===== config.mk =====
export PLATFORM = sky130hd
export DESIGN_NAME = uas_serial_port
export DESIGN_NICKNAME = d
export VERILOG_FILES = /design/src/uas_pkg.sv /design/src/uas_stream_if.sv /design/src/uas_hold_buf.sv /design/src/uas_serial_port.sv
export SDC_FILE = /design/constraint.sdc
export NUM_CORES = 1
export LEC_CHECK = 0
export BUFFER_PORTS_ARGS = -buffer_cell sky130_fd_sc_hd__buf_4
export CAP_MARGIN = 20
export CORE_MARGIN = 10
export CORE_UTILIZATION = 58
export CTS_CLUSTER_SIZE = 24
export DETAILED_ROUTE_END_ITERATION = 8
export HOLD_SLACK_MARGIN = 0.08
export PLACE_DENSITY = 0.9
export SLEW_MARGIN = 15
export SYNTH_ARGS = -nofsm -noshare
export SYNTH_HDL_FRONTEND = slang
export SYNTH_SLANG_ARGS = --single-unit

===== constraint.sdc =====
create_clock -name clk_i -period 3.1 [get_ports clk_i]
set_input_delay 0.155 -clock clk_i [delete_from_list [all_inputs] [get_ports clk_i]]
set_output_delay 0.155 -clock clk_i [all_outputs]
set_load 0.01 [all_outputs]

===== src/uas_pkg.sv =====
// Shared constants of the serial port.
// Assumes one clock domain.
// What this block does
// - Received bytes wait in a holding buffer
// - Flag overrun when unread byte is overtaken
// - One data location: read receives, write transmits
// - Done flags cleared only by software strobes
// - Four modes: synchronous, 8-bit, two 9-bit
// - Mode 0 master: data on in-pin, clock out
// - Mode 0 write sends eight bits LSB first
// - Mode 0 receive needs enable, clear done flag
// - Mode 0 clock is system clock over twelve
// - Mode 1 frame: start, eight data, stop
// - Mode 1 transmit done at stop-bit start
// - Mode 1 accept needs clear flag, stop check only with multiprocessor bit set
// - Acceptance into free buffer slot stores byte, stop bit, sets done
// - Interrupt request when either done flag set
// - Separate transmit and receive timer selection
// - Timer rollover from all ones gives tick
// - Timer one divides by 32 or 16
// - Timer one period is 256 minus reload
// - Wide timers: 65536 minus reload, over 16
// - Write during transmit sets collision flag
// - Low stop bit sets frame error flag
package uas_pkg;
    localparam logic [1:0] UAS_MODE_SYNC     = 2'h0;
    localparam logic [1:0] UAS_MODE_ASYNC8   = 2'h1;
    localparam logic [1:0] UAS_MODE_ASYNC9_F = 2'h2;
    localparam logic [1:0] UAS_MODE_ASYNC9_V = 2'h3;

    localparam logic [1:0] UAS_SRC_TIMER_ONE = 2'h0;

    localparam int         UAS_DATA_BITS     = 8;
    localparam logic [2:0] UAS_LAST_BIT      = 3'h7;
    localparam logic [3:0] UAS_OS_LAST       = 4'hF;
    localparam logic [3:0] UAS_OS_MID        = 4'h7;

    localparam logic [3:0] UAS_SYNC_DIV_LAST = 4'hB;
    localparam logic [3:0] UAS_SYNC_HALF     = 4'h6;

    localparam logic [1:0] UAS_FIX_DIV_SLOW  = 2'h3;
    localparam logic [1:0] UAS_FIX_DIV_FAST  = 2'h1;

    localparam int         UAS_NUM_TIMERS    = 4;
    localparam logic [15:0] UAS_NARROW_MAX   = 16'h00FF;
    localparam logic [15:0] UAS_WIDE_MAX     = 16'hFFFF;

    typedef enum logic [2:0] {
        UAS_TX_IDLE, UAS_TX_START, UAS_TX_DATA, UAS_TX_NINTH, UAS_TX_STOP, UAS_TX_SYNC
    } uas_tx_state_e;

    typedef enum logic [2:0] {
        UAS_RX_IDLE, UAS_RX_START, UAS_RX_DATA, UAS_RX_NINTH, UAS_RX_STOP,
        UAS_RX_SYNC, UAS_RX_SYNC_DONE
    } uas_rx_state_e;
endpackage


===== src/uas_stream_if.sv =====
// Byte carrier, shifter to holding buffer.
// Assumes one clock.
`timescale 1ns/10ps
`default_nettype none
interface uas_stream_if #(parameter int W = 8);
    logic         valid;
    logic         ready;
    logic [W-1:0] data;
    modport src (output valid, output data, input ready);
    modport snk (input valid, input data, output ready);
endinterface
`default_nettype wire


===== src/uas_hold_buf.sv =====
// Two-entry receive holding buffer.
// Assumes the writer honours ready.
`timescale 1ns/10ps
`default_nettype none
module uas_hold_buf #(
    parameter int W = 8
) (
    input  wire logic         clk_i,
    input  wire logic         srst_i,
    uas_stream_if.snk         in_if,
    output logic              out_valid_o,
    input  wire logic         out_ready_i,
    output logic [W-1:0]      out_data_o
);
    if (W < 1) begin : g_bad_width
        $error("width below one");
    end

    logic [W-1:0] mem_r [2];
    logic         wr_ptr_r;
    logic         rd_ptr_r;
    logic [1:0]   count_r;
    logic         push;
    logic         pop;

    assign in_if.ready = (count_r != 2'h2);
    assign push        = in_if.valid && in_if.ready;
    assign pop         = out_valid_o && out_ready_i;
    assign out_valid_o = (count_r != 2'h0);
    assign out_data_o  = mem_r[rd_ptr_r];

    always_ff @(posedge clk_i) begin
        if (push) begin
            mem_r[wr_ptr_r] <= in_if.data;
        end
    end

    always_ff @(posedge clk_i) begin
        if (srst_i) begin
            wr_ptr_r <= 1'b0;
            rd_ptr_r <= 1'b0;
            count_r  <= 2'h0;
        end else begin
            if (push) begin
                wr_ptr_r <= ~wr_ptr_r;
            end
            if (pop) begin
                rd_ptr_r <= ~rd_ptr_r;
            end
            if (push && !pop) begin
                count_r <= count_r + 2'h1;
            end else if (pop && !push) begin
                count_r <= count_r - 2'h1;
            end
        end
    end
endmodule
`default_nettype wire


===== src/uas_serial_port.sv =====
// Serial port core: shift and async modes, baud timers, flags.
// Assumes control strobes are one-cycle pulses on clk_i.
`timescale 1ns/10ps
`default_nettype none
module uas_serial_port
    import uas_pkg::*;
(
    input  wire logic        clk_i,
    input  wire logic        srst_i,
    input  wire logic [1:0]  mode_i,
    input  wire logic        rx_enable_bit_i,
    input  wire logic        multiproc_enable_bit_i,
    input  wire logic        double_speed_bit_i,
    input  wire logic        tx_clock_sel_hi_i,
    input  wire logic        tx_clock_sel_lo_i,
    input  wire logic        rx_clock_sel_hi_i,
    input  wire logic        rx_clock_sel_lo_i,
    input  wire logic        int_enable_i,
    input  wire logic        tx_ninth_bit_i,
    input  wire logic        timer_one_input_clock_i,
    input  wire logic [7:0]  timer_one_reload_i,
    input  wire logic [2:0]  wide_timer_input_clock_i,
    input  wire logic [47:0] wide_timer_reload_i,
    input  wire logic        data_wr_i,
    input  wire logic [7:0]  data_wr_data_i,
    input  wire logic        data_rd_i,
    output logic [7:0]       serial_data_buffer_o,
    output logic             rx_data_valid_o,
    input  wire logic        tx_done_clr_i,
    input  wire logic        rx_done_clr_i,
    input  wire logic        tx_collision_clr_i,
    input  wire logic        rx_overrun_clr_i,
    input  wire logic        frame_error_clr_i,
    output logic             tx_done_flag_o,
    output logic             rx_done_flag_o,
    output logic             rx_ninth_bit_o,
    output logic             tx_collision_flag_o,
    output logic             rx_overrun_flag_o,
    output logic             frame_error_flag_o,
    output logic             tx_busy_o,
    output logic             irq_o,
    input  wire logic        serial_in_i,
    output logic             serial_in_o,
    output logic             serial_in_oe_o,
    output logic             serial_out_o
);
    // Baud timers
    logic [3:0]  tmr_clk_en;
    logic [15:0] tmr_reload [UAS_NUM_TIMERS];
    logic [15:0] tmr_cnt_r  [UAS_NUM_TIMERS];
    logic [3:0]  ovf_r;

    assign tmr_clk_en = {wide_timer_input_clock_i, timer_one_input_clock_i};

    genvar gi;
    generate
        for (gi = 0; gi < UAS_NUM_TIMERS; gi++) begin : g_tmr
            localparam logic [15:0] TOP = (gi == 0) ? UAS_NARROW_MAX : UAS_WIDE_MAX;
            if (gi == 0) begin : g_narrow
                assign tmr_reload[gi] = {8'h00, timer_one_reload_i};
            end else begin : g_wide
                assign tmr_reload[gi] = wide_timer_reload_i[16*gi-1 -: 16];
            end
            always_ff @(posedge clk_i) begin
                if (srst_i) begin
                    tmr_cnt_r[gi] <= tmr_reload[gi]; // Full first period
                    ovf_r[gi]     <= 1'b0;
                end else begin
                    ovf_r[gi] <= 1'b0;
                    if (tmr_clk_en[gi]) begin
                        if (tmr_cnt_r[gi] == TOP) begin
                            tmr_cnt_r[gi] <= tmr_reload[gi];
                            ovf_r[gi]     <= 1'b1;
                        end else begin
                            tmr_cnt_r[gi] <= tmr_cnt_r[gi] + 16'h0001;
                        end
                    end
                end
            end
        end
    endgenerate

    // Double speed, reset low
    logic dbl_r;
    always_ff @(posedge clk_i) begin
        if (srst_i) begin
            dbl_r <= 1'b0;
        end else begin
            dbl_r <= double_speed_bit_i;
        end
    end

    // Fixed-rate tick
    logic [1:0] fix_cnt_r;
    logic       fix_tick;
    assign fix_tick = (fix_cnt_r == 2'h0);
    always_ff @(posedge clk_i) begin
        if (srst_i) begin
            fix_cnt_r <= 2'h0;
        end else if (fix_tick) begin
            fix_cnt_r <= dbl_r ? UAS_FIX_DIV_FAST : UAS_FIX_DIV_SLOW;
        end else begin
            fix_cnt_r <= fix_cnt_r - 2'h1;
        end
    end

    // Ticks: 0 transmit, 1 receive
    logic [1:0] src_sel [2];
    logic [1:0] half_r;
    logic [1:0] os_tick;
    assign src_sel[0] = {tx_clock_sel_hi_i, tx_clock_sel_lo_i};
    assign src_sel[1] = {rx_clock_sel_hi_i, rx_clock_sel_lo_i};

    generate
        for (gi = 0; gi < 2; gi++) begin : g_baud
            logic sel_ovf;
            logic halve;
            assign sel_ovf = ovf_r[src_sel[gi]];
            assign halve   = (src_sel[gi] == UAS_SRC_TIMER_ONE) && !dbl_r;
            always_ff @(posedge clk_i) begin
                if (srst_i) begin
                    half_r[gi] <= 1'b0;
                end else if (sel_ovf) begin
                    half_r[gi] <= ~half_r[gi];
                end
            end
            always_comb begin
                if (mode_i == UAS_MODE_ASYNC9_F) begin
                    os_tick[gi] = fix_tick;
                end else if (halve) begin
                    os_tick[gi] = sel_ovf && half_r[gi];
                end else begin
                    os_tick[gi] = sel_ovf;
                end
            end
        end
    endgenerate

    // Pin synchroniser
    logic in_meta_r;
    logic in_sync_r;
    logic in_prev_r;
    always_ff @(posedge clk_i) begin
        if (srst_i) begin
            in_meta_r <= 1'b1;
            in_sync_r <= 1'b1;
            in_prev_r <= 1'b1;
        end else begin
            in_meta_r <= serial_in_i;
            in_sync_r <= in_meta_r;
            in_prev_r <= in_sync_r;
        end
    end

    uas_tx_state_e tx_st_r;
    uas_rx_state_e rx_st_r;
    logic          nine_bit;
    assign nine_bit = mode_i[1];

    // Mode 0 shift clock divider
    logic [3:0] sdiv_r;
    logic       sync_act;
    logic       sync_fall;
    logic       sync_rise;
    logic       sync_end;
    assign sync_act  = (tx_st_r == UAS_TX_SYNC) || (rx_st_r == UAS_RX_SYNC);
    assign sync_fall = sync_act && (sdiv_r == 4'h0);
    assign sync_rise = sync_act && (sdiv_r == UAS_SYNC_HALF);
    assign sync_end  = sync_act && (sdiv_r == UAS_SYNC_DIV_LAST);
    always_ff @(posedge clk_i) begin
        if (srst_i || !sync_act || sync_end) begin
            sdiv_r <= 4'h0;
        end else begin
            sdiv_r <= sdiv_r + 4'h1;
        end
    end

    // Transmitter
    logic [7:0] tx_sh_r;
    logic [2:0] tx_bit_r;
    logic [3:0] tx_os_r;
    logic       tx_line_r;
    logic       tx_go;
    logic       tx_bit_end;
    logic       tx_done_set;
    logic       wr_busy;
    assign wr_busy    = (tx_st_r != UAS_TX_IDLE) ||
                        ((mode_i == UAS_MODE_SYNC) && (rx_st_r != UAS_RX_IDLE));
    assign tx_go      = data_wr_i && !wr_busy;
    assign tx_bit_end = os_tick[0] && (tx_os_r == UAS_OS_LAST);
    assign tx_busy_o  = (tx_st_r != UAS_TX_IDLE);

    always_ff @(posedge clk_i) begin
        if (srst_i) begin
            tx_st_r   <= UAS_TX_IDLE;
            tx_sh_r   <= 8'h00;
            tx_bit_r  <= 3'h0;
            tx_os_r   <= 4'h0;
            tx_line_r <= 1'b1;
        end else begin
            if (tx_st_r != UAS_TX_IDLE && tx_st_r != UAS_TX_SYNC && os_tick[0]) begin
                tx_os_r <= tx_os_r + 4'h1;
            end
            case (tx_st_r)
                UAS_TX_IDLE: begin
                    tx_line_r <= 1'b1;
                    tx_os_r   <= 4'h0;
                    tx_bit_r  <= 3'h0;
                    if (tx_go) begin
                        tx_sh_r <= data_wr_data_i;
                        if (mode_i == UAS_MODE_SYNC) begin
                            tx_st_r <= UAS_TX_SYNC;
                        end else begin
                            tx_st_r   <= UAS_TX_START;
                            tx_line_r <= 1'b0;
                        end
                    end
                end
                UAS_TX_START: begin
                    if (tx_bit_end) begin
                        tx_st_r   <= UAS_TX_DATA;
                        tx_line_r <= tx_sh_r[0];
                    end
                end
                UAS_TX_DATA: begin
                    if (tx_bit_end) begin
                        tx_sh_r  <= {1'b0, tx_sh_r[7:1]};
                        tx_bit_r <= tx_bit_r + 3'h1;
                        if (tx_bit_r != UAS_LAST_BIT) begin
                            tx_line_r <= tx_sh_r[1];
                        end else if (nine_bit) begin
                            tx_st_r   <= UAS_TX_NINTH;
                            tx_line_r <= tx_ninth_bit_i;
                        end else begin
                            tx_st_r   <= UAS_TX_STOP;
                            tx_line_r <= 1'b1;
                        end
                    end
                end
                UAS_TX_NINTH: begin
                    if (tx_bit_end) begin
                        tx_st_r   <= UAS_TX_STOP;
                        tx_line_r <= 1'b1;
                    end
                end
                UAS_TX_STOP: begin
                    if (tx_bit_end) begin
                        tx_st_r <= UAS_TX_IDLE;
                    end
                end
                UAS_TX_SYNC: begin
                    if (sync_end) begin
                        tx_sh_r  <= {1'b0, tx_sh_r[7:1]};
                        tx_bit_r <= tx_bit_r + 3'h1;
                        if (tx_bit_r == UAS_LAST_BIT) begin
                            tx_st_r <= UAS_TX_IDLE;
                        end
                    end
                end
                default: tx_st_r <= UAS_TX_IDLE;
            endcase
        end
    end

    assign tx_done_set = ((tx_st_r == UAS_TX_SYNC) && sync_end &&
                          (tx_bit_r == UAS_LAST_BIT)) ||
                         (tx_bit_end && ((tx_st_r == UAS_TX_NINTH) ||
                          ((tx_st_r == UAS_TX_DATA) && !nine_bit &&
                           (tx_bit_r == UAS_LAST_BIT))));

    // Pin drive
    assign serial_out_o   = (mode_i == UAS_MODE_SYNC) ?
                            !(sync_act && (sdiv_r < UAS_SYNC_HALF)) : tx_line_r;
    assign serial_in_o    = 1'b0;
    assign serial_in_oe_o = (tx_st_r == UAS_TX_SYNC) && !tx_sh_r[0];

    // Receiver
    logic [7:0] rx_sh_r;
    logic [2:0] rx_bit_r;
    logic [3:0] rx_os_r;
    logic       rx_nin_r;
    logic       rx_mid;
    logic       stop_seen;
    logic       ninth_val;
    logic       accept;
    logic       pushed;
    logic       rx_done_r;
    uas_stream_if #(.W(UAS_DATA_BITS)) rx_if ();

    assign rx_mid    = os_tick[1] && (rx_os_r == UAS_OS_LAST);
    assign stop_seen = (rx_st_r == UAS_RX_STOP) && rx_mid;
    assign ninth_val = nine_bit ? rx_nin_r : in_sync_r;
    assign accept    = (stop_seen && !rx_done_r &&
                        (!multiproc_enable_bit_i || ninth_val)) ||
                       (rx_st_r == UAS_RX_SYNC_DONE);
    assign rx_if.valid = accept;
    assign rx_if.data  = rx_sh_r;
    assign pushed      = accept && rx_if.ready;

    always_ff @(posedge clk_i) begin
        if (srst_i) begin
            rx_st_r  <= UAS_RX_IDLE;
            rx_sh_r  <= 8'h00;
            rx_bit_r <= 3'h0;
            rx_os_r  <= 4'h0;
            rx_nin_r <= 1'b0;
        end else begin
            if (os_tick[1]) begin
                rx_os_r <= rx_os_r + 4'h1;
            end
            case (rx_st_r)
                UAS_RX_IDLE: begin
                    rx_os_r  <= 4'h0;
                    rx_bit_r <= 3'h0;
                    if (rx_enable_bit_i && mode_i == UAS_MODE_SYNC) begin
                        if (!rx_done_r && tx_st_r == UAS_TX_IDLE && !data_wr_i) begin
                            rx_st_r <= UAS_RX_SYNC;
                        end
                    end else if (rx_enable_bit_i && in_prev_r && !in_sync_r) begin
                        rx_st_r <= UAS_RX_START;
                    end
                end
                UAS_RX_START: begin
                    if (os_tick[1] && rx_os_r == UAS_OS_MID) begin
                        rx_os_r <= 4'h0;
                        rx_st_r <= in_sync_r ? UAS_RX_IDLE : UAS_RX_DATA;
                    end
                end
                UAS_RX_DATA: begin
                    if (rx_mid) begin
                        rx_sh_r  <= {in_sync_r, rx_sh_r[7:1]};
                        rx_bit_r <= rx_bit_r + 3'h1;
                        if (rx_bit_r == UAS_LAST_BIT) begin
                            rx_st_r <= nine_bit ? UAS_RX_NINTH : UAS_RX_STOP;
                        end
                    end
                end
                UAS_RX_NINTH: begin
                    if (rx_mid) begin
                        rx_nin_r <= in_sync_r;
                        rx_st_r  <= UAS_RX_STOP;
                    end
                end
                UAS_RX_STOP: begin
                    if (rx_mid) begin
                        rx_st_r <= UAS_RX_IDLE;
                    end
                end
                UAS_RX_SYNC: begin
                    if (sync_rise) begin
                        rx_sh_r <= {in_sync_r, rx_sh_r[7:1]};
                    end
                    if (sync_end) begin
                        rx_bit_r <= rx_bit_r + 3'h1;
                        if (rx_bit_r == UAS_LAST_BIT) begin
                            rx_st_r <= UAS_RX_SYNC_DONE;
                        end
                    end
                end
                UAS_RX_SYNC_DONE: rx_st_r <= UAS_RX_IDLE;
                default:          rx_st_r <= UAS_RX_IDLE;
            endcase
        end
    end

    uas_hold_buf #(.W(UAS_DATA_BITS)) u_hold (
        .clk_i       (clk_i),
        .srst_i      (srst_i),
        .in_if       (rx_if),
        .out_valid_o (rx_data_valid_o),
        .out_ready_i (data_rd_i),
        .out_data_o  (serial_data_buffer_o)
    );

    // Flags: set beats clear
    logic tx_done_r;
    logic nin_flag_r;
    logic col_r;
    logic ovr_r;
    logic fe_r;
    always_ff @(posedge clk_i) begin
        if (srst_i) begin
            tx_done_r <= 1'b0;
            rx_done_r <= 1'b0;
        end else begin
            tx_done_r <= tx_done_set || (tx_done_r && !tx_done_clr_i);
            rx_done_r <= pushed || (rx_done_r && !rx_done_clr_i);
        end
    end

    always_ff @(posedge clk_i) begin
        if (srst_i) begin
            nin_flag_r <= 1'b0;
        end else if (pushed && mode_i != UAS_MODE_SYNC) begin
            nin_flag_r <= ninth_val;
        end
    end

    always_ff @(posedge clk_i) begin
        if (srst_i) begin
            col_r <= 1'b0;
            ovr_r <= 1'b0;
            fe_r  <= 1'b0;
        end else begin
            col_r <= (data_wr_i && wr_busy) || (col_r && !tx_collision_clr_i);
            ovr_r <= (accept && (rx_data_valid_o || !rx_if.ready)) ||
                     (ovr_r && !rx_overrun_clr_i);
            fe_r  <= (stop_seen && !in_sync_r) || (fe_r && !frame_error_clr_i);
        end
    end

    assign tx_done_flag_o      = tx_done_r;
    assign rx_done_flag_o      = rx_done_r;
    assign rx_ninth_bit_o      = nin_flag_r;
    assign tx_collision_flag_o = col_r;
    assign rx_overrun_flag_o   = ovr_r;
    assign frame_error_flag_o  = fe_r;
    assign irq_o               = int_enable_i && (tx_done_r || rx_done_r);
endmodule
`default_nettype wire


==> impl_metrics.tcl <==
set metrics [dict create \
    antenna_violations_before_repair 3 \
    timing.slew.headroom 0.528 \
    worst_clock_skew_on_the_final_layout_ns 0.00973 \
    initial_utilization 0.595 \
    place_inst 1024 \
    drt-vias-per-instance 5.83 \
    pwr-share-comb 0.181 \
    global_route_wire_length_before_repair_um 32400 \
    drv.max_cap_violation_count 0 \
    tritoncts_num_sinks 145 \
    final.min_clock_period_ns 2.51 \
    commonest_non_fill_non_tap_cells_in_the_layout "116 x sky130_fd_sc_hd__buf_4, 99 x sky130_fd_sc_hd__nand2_1, 80 x sky130_fd_sc_hd__edfxtp_1, 71 x sky130_fd_sc_hd__nor2_1, 68 x sky130_fd_sc_hd__dlygate4sd3_1" \
    detail-route-antenna-nets 0 \
    syn_inst 772 \
    final_cell_count_no_fill 1127 \
    startpoint_type "flop" \
    share_of_the_synthesized_area_in_the_top_cell_type 0.317 \
    run_status "completed" \
    first_pass_iters 5 \
    ys_async_sr_fraction 0 \
    flow.area_growth_from_synthesis_pct 29.0 \
    die_width_um 134 \
    worstMarginPinSlew_ns 0.707 \
    global_route.overflow_total 0 \
    setup_viol 0 \
    tritoncts_clock_tree "yes" \
    synth.avg_cell_area_um2 9.81 \
    cts-root-buf "sky130_fd_sc_hd__clkbuf_16" \
    power.share.clock 0.375 \
    cellPowerDensity_nw_per_um2 551 \
    cts_max_level 4 \
    crit_path_max_fanout 12 \
    whs_path_depth 4 \
    rows 41 \
    clock_insertion_delay_worst_skew_ns 0.43 \
    power_frac_seq 0.444 \
    cell_internal_pwr_mw 3.82 \
    tritoncts_buffers 17 \
    vdd_drop_max_mv 0.447 \
    setup.worst_path.class "flop to flop" \
    hold_violations 0 \
    synthesis.area_um2 7570 \
    avg_wl_per_cell_um 17.6 \
    drv_slew 0 \
    clock.fmax_mhz 399 \
    rsz0062_at_grt "false" \
    post_cts_setup_buffer_count 0 \
    cp.required_ns 3.45 \
    timing.critical_path.to_type "flop" \
    dieHeight_um 134 \
    holdCritPathClass "primary input to flop" \
    gr_usage_total 0.221 \
    synth_edf_count 80 \
    count_of_unique_library_cells_instantiated_by_yosys 69 \
    finalSetupTns_ns 0 \
    final_common_cell "sky130_fd_sc_hd__buf_4" \
    clock_transition_time_at_the_flip_flop_clock_pins_of_the_worst_setup_and_hold_paths_ns 0.06 \
    worstPathArrival_ns 2.86 \
    number_of_design_rule_violations_left_by_the_first_detailed_router_iteration 629 \
    clock_path_buffers 2 \
    via_count 6567 \
    synthFlopType "sky130_fd_sc_hd__edfxtp_1" \
    synthesis.yosys.warnings 0 \
    number_of_global_route_vias_before_repair 6432 \
    power_leakage_nw 3.83 \
    timing.final.crit_share 0.809 \
    seq_area_frac_synth 0.489 \
    grt_max_degree 54 \
    routed_wl_um 19800 \
    layout-drive-gt1-share 0.190 \
    swShare 0.291 \
    synth_top_area_cell "sky130_fd_sc_hd__edfxtp_1" \
    post_synth_main_area_contributors "sky130_fd_sc_hd__edfxtp_1 32%, sky130_fd_sc_hd__dfxtp_1 17%, sky130_fd_sc_hd__nand2_1 4.9%" \
    hold_buffers 68 \
    synth.net_count 874 \
    core_area_um2 12700 \
    ys_ff_latch 145 \
    finish.net_count 1041 \
    place_hpwl_um 12300 \
    cts_resized 0 \
    place.port_buffers 107 \
    total_switching_power_mw 1.56 \
    floorplan.die_area_um2 18000 \
    drc_errors 0 \
    boundaryPins 109 \
    worst_reg2reg_path_length_in_cells 7 \
    place.gp.congestion 0.873 \
]
[kinds of logic (layout without fill, tap and decap cells)]
group / after synthesis / count (layout) / share of synthesized area
compound gates: 150 / 150 / 0.129
xor+xnor: 67 / 67 / 0.0775
fa+ha+maj: 13 / 13 / 0.0215
buf+inv: 51 / 231 / 0.0288
flops: 145 / 145 / 0.489
mux: 37 / 37 / 0.0542
other cells: 1 / 4 / 0.000495
simple gates: 308 / 308 / 0.199
[cells in the mapped netlist (all sizes together), types with 2 or more instances]
| library cell | n |
|---|---|
| a311o | 8 |
| dfxtp | 65 |
| o21ai | 66 |
| or3 | 4 |
| nand2b | 6 |
| a311oi | 2 |
| xor2 | 41 |
| and3 | 12 |
| and3b | 3 |
| o32ai | 4 |
| o211ai | 4 |
| mux4 | 2 |
| buf | 15 |
| a41o | 2 |
| and4 | 4 |
| a21o | 3 |
| nand4b | 2 |
| a31oi | 5 |
| mux2i | 23 |
| or4 | 3 |
| nand4 | 18 |
| ha | 13 |
| mux2 | 12 |
| a32o | 2 |
| or2 | 10 |
| clkbuf | 21 |
| nor2 | 72 |
| inv | 14 |
| nand3b | 2 |
| edfxtp | 80 |
| nor3 | 17 |
| a211oi | 2 |
| nand2 | 99 |
| nor4 | 6 |
| o21a | 2 |
| nand3 | 32 |
| o31ai | 3 |
| and2 | 5 |
| a221o | 2 |
| a21oi | 31 |
| a2111oi | 2 |
| a31o | 2 |
| xnor2 | 26 |
| nor2b | 10 |
[sequential cells by signal, summed over array words and instances, names as in the netlist, 3 cells and up, named ones only]
register,count
rx_if.data,8
tx_os_r,4
ovf_r,4
tx_sh_r,8
rx_os_r,4
tmr_cnt_r,64
sdiv_r,4
u_hold.mem_r,16
tx_st_r,3
tx_bit_r,3
rx_bit_r,3
rx_st_r,3
[stage by stage]
| step | utilization | total power [mW] | cell area (um2) | hold WS (ns) | worst slack, ns |
|---|---|---|---|---|---|
| floorplan | - | 3.00 | 7570 | 0.259 | 0.716 |
| global placement | 0.668 | 3.25 | 8490 | 0.344 | 0.688 |
| detailed placement | 0.668 | 3.29 | 8490 | 0.343 | 0.600 |
| CTS | 0.767 | 5.36 | 9760 | 0.106 | 0.582 |
| global route | 0.768 | 5.63 | 9760 | 0.132 | 0.389 |
| finish | 0.768 | 5.38 | 9760 | 0.115 | 0.593 |
[path summary, 6_finish.rpt]
| kind | slack [ns] | from | to |
|---|---|---|---|
| setup / recovery | 0.59 | rx_st_r[2] | u_hold.count_r[1] |
| setup reg to reg | 0.59 | rx_st_r[2] | u_hold.count_r[1] |
| hold / removal | 0.12 | data_wr_data_i[5] | tx_sh_r[5] |
| hold reg to reg | 0.44 | in_meta_r | in_sync_r |
[critical path: stages (launching register included)]
cell and delay (ns):
sky130_fd_sc_hd__dfxtp_1 0.56, sky130_fd_sc_hd__nand2b_1 0.20, sky130_fd_sc_hd__a2111oi_1 0.61, sky130_fd_sc_hd__a31oi_4 0.21
sky130_fd_sc_hd__inv_1 0.10, sky130_fd_sc_hd__ha_1 0.26, sky130_fd_sc_hd__or3_1 0.36, sky130_fd_sc_hd__a21oi_1 0.14
[metal layers]
layer / vias up / part of all wire / track usage / wire (um)
met5: - / 0 / 0 / 0
met2: 305 / 0.49 / 0.370 / 9760
li1: 3136 / - / - / -
met1: 3077 / 0.40 / 0.257 / 7890
met3: 49 / 0.082 / 0.0680 / 1630
met4: 0 / 0.026 / 0.0967 / 515
[final cells by class]
cell class | count | area, um2
Timing Repair Buffer | 184 | 1550
Inverter | 15 | 56.3
Sequential cell | 145 | 3700
Multi-Input combinational cell | 576 | 3650
Antenna cell | 3 | 7.51
Tap cell | 172 | 215
Clock inverter | 14 | 143
Clock buffer | 18 | 439
Fill cell | 830 | 2960
[power by group through the flow]
| stage | logic (mW) | registers, mW | clock network [mW] |
|---|---|---|---|
| final | 0.976 | 2.39 | 2.02 |
| after global routing | 1.08 | 2.41 | 2.14 |
| after CTS | 0.951 | 2.38 | 2.03 |
| after detailed placement | 0.869 | 2.42 | 0 |
| after global placement | 0.846 | 2.41 | 0 |
| after floorplan | 0.661 | 2.34 | 0 |
(Power assumes the default switching activity.)
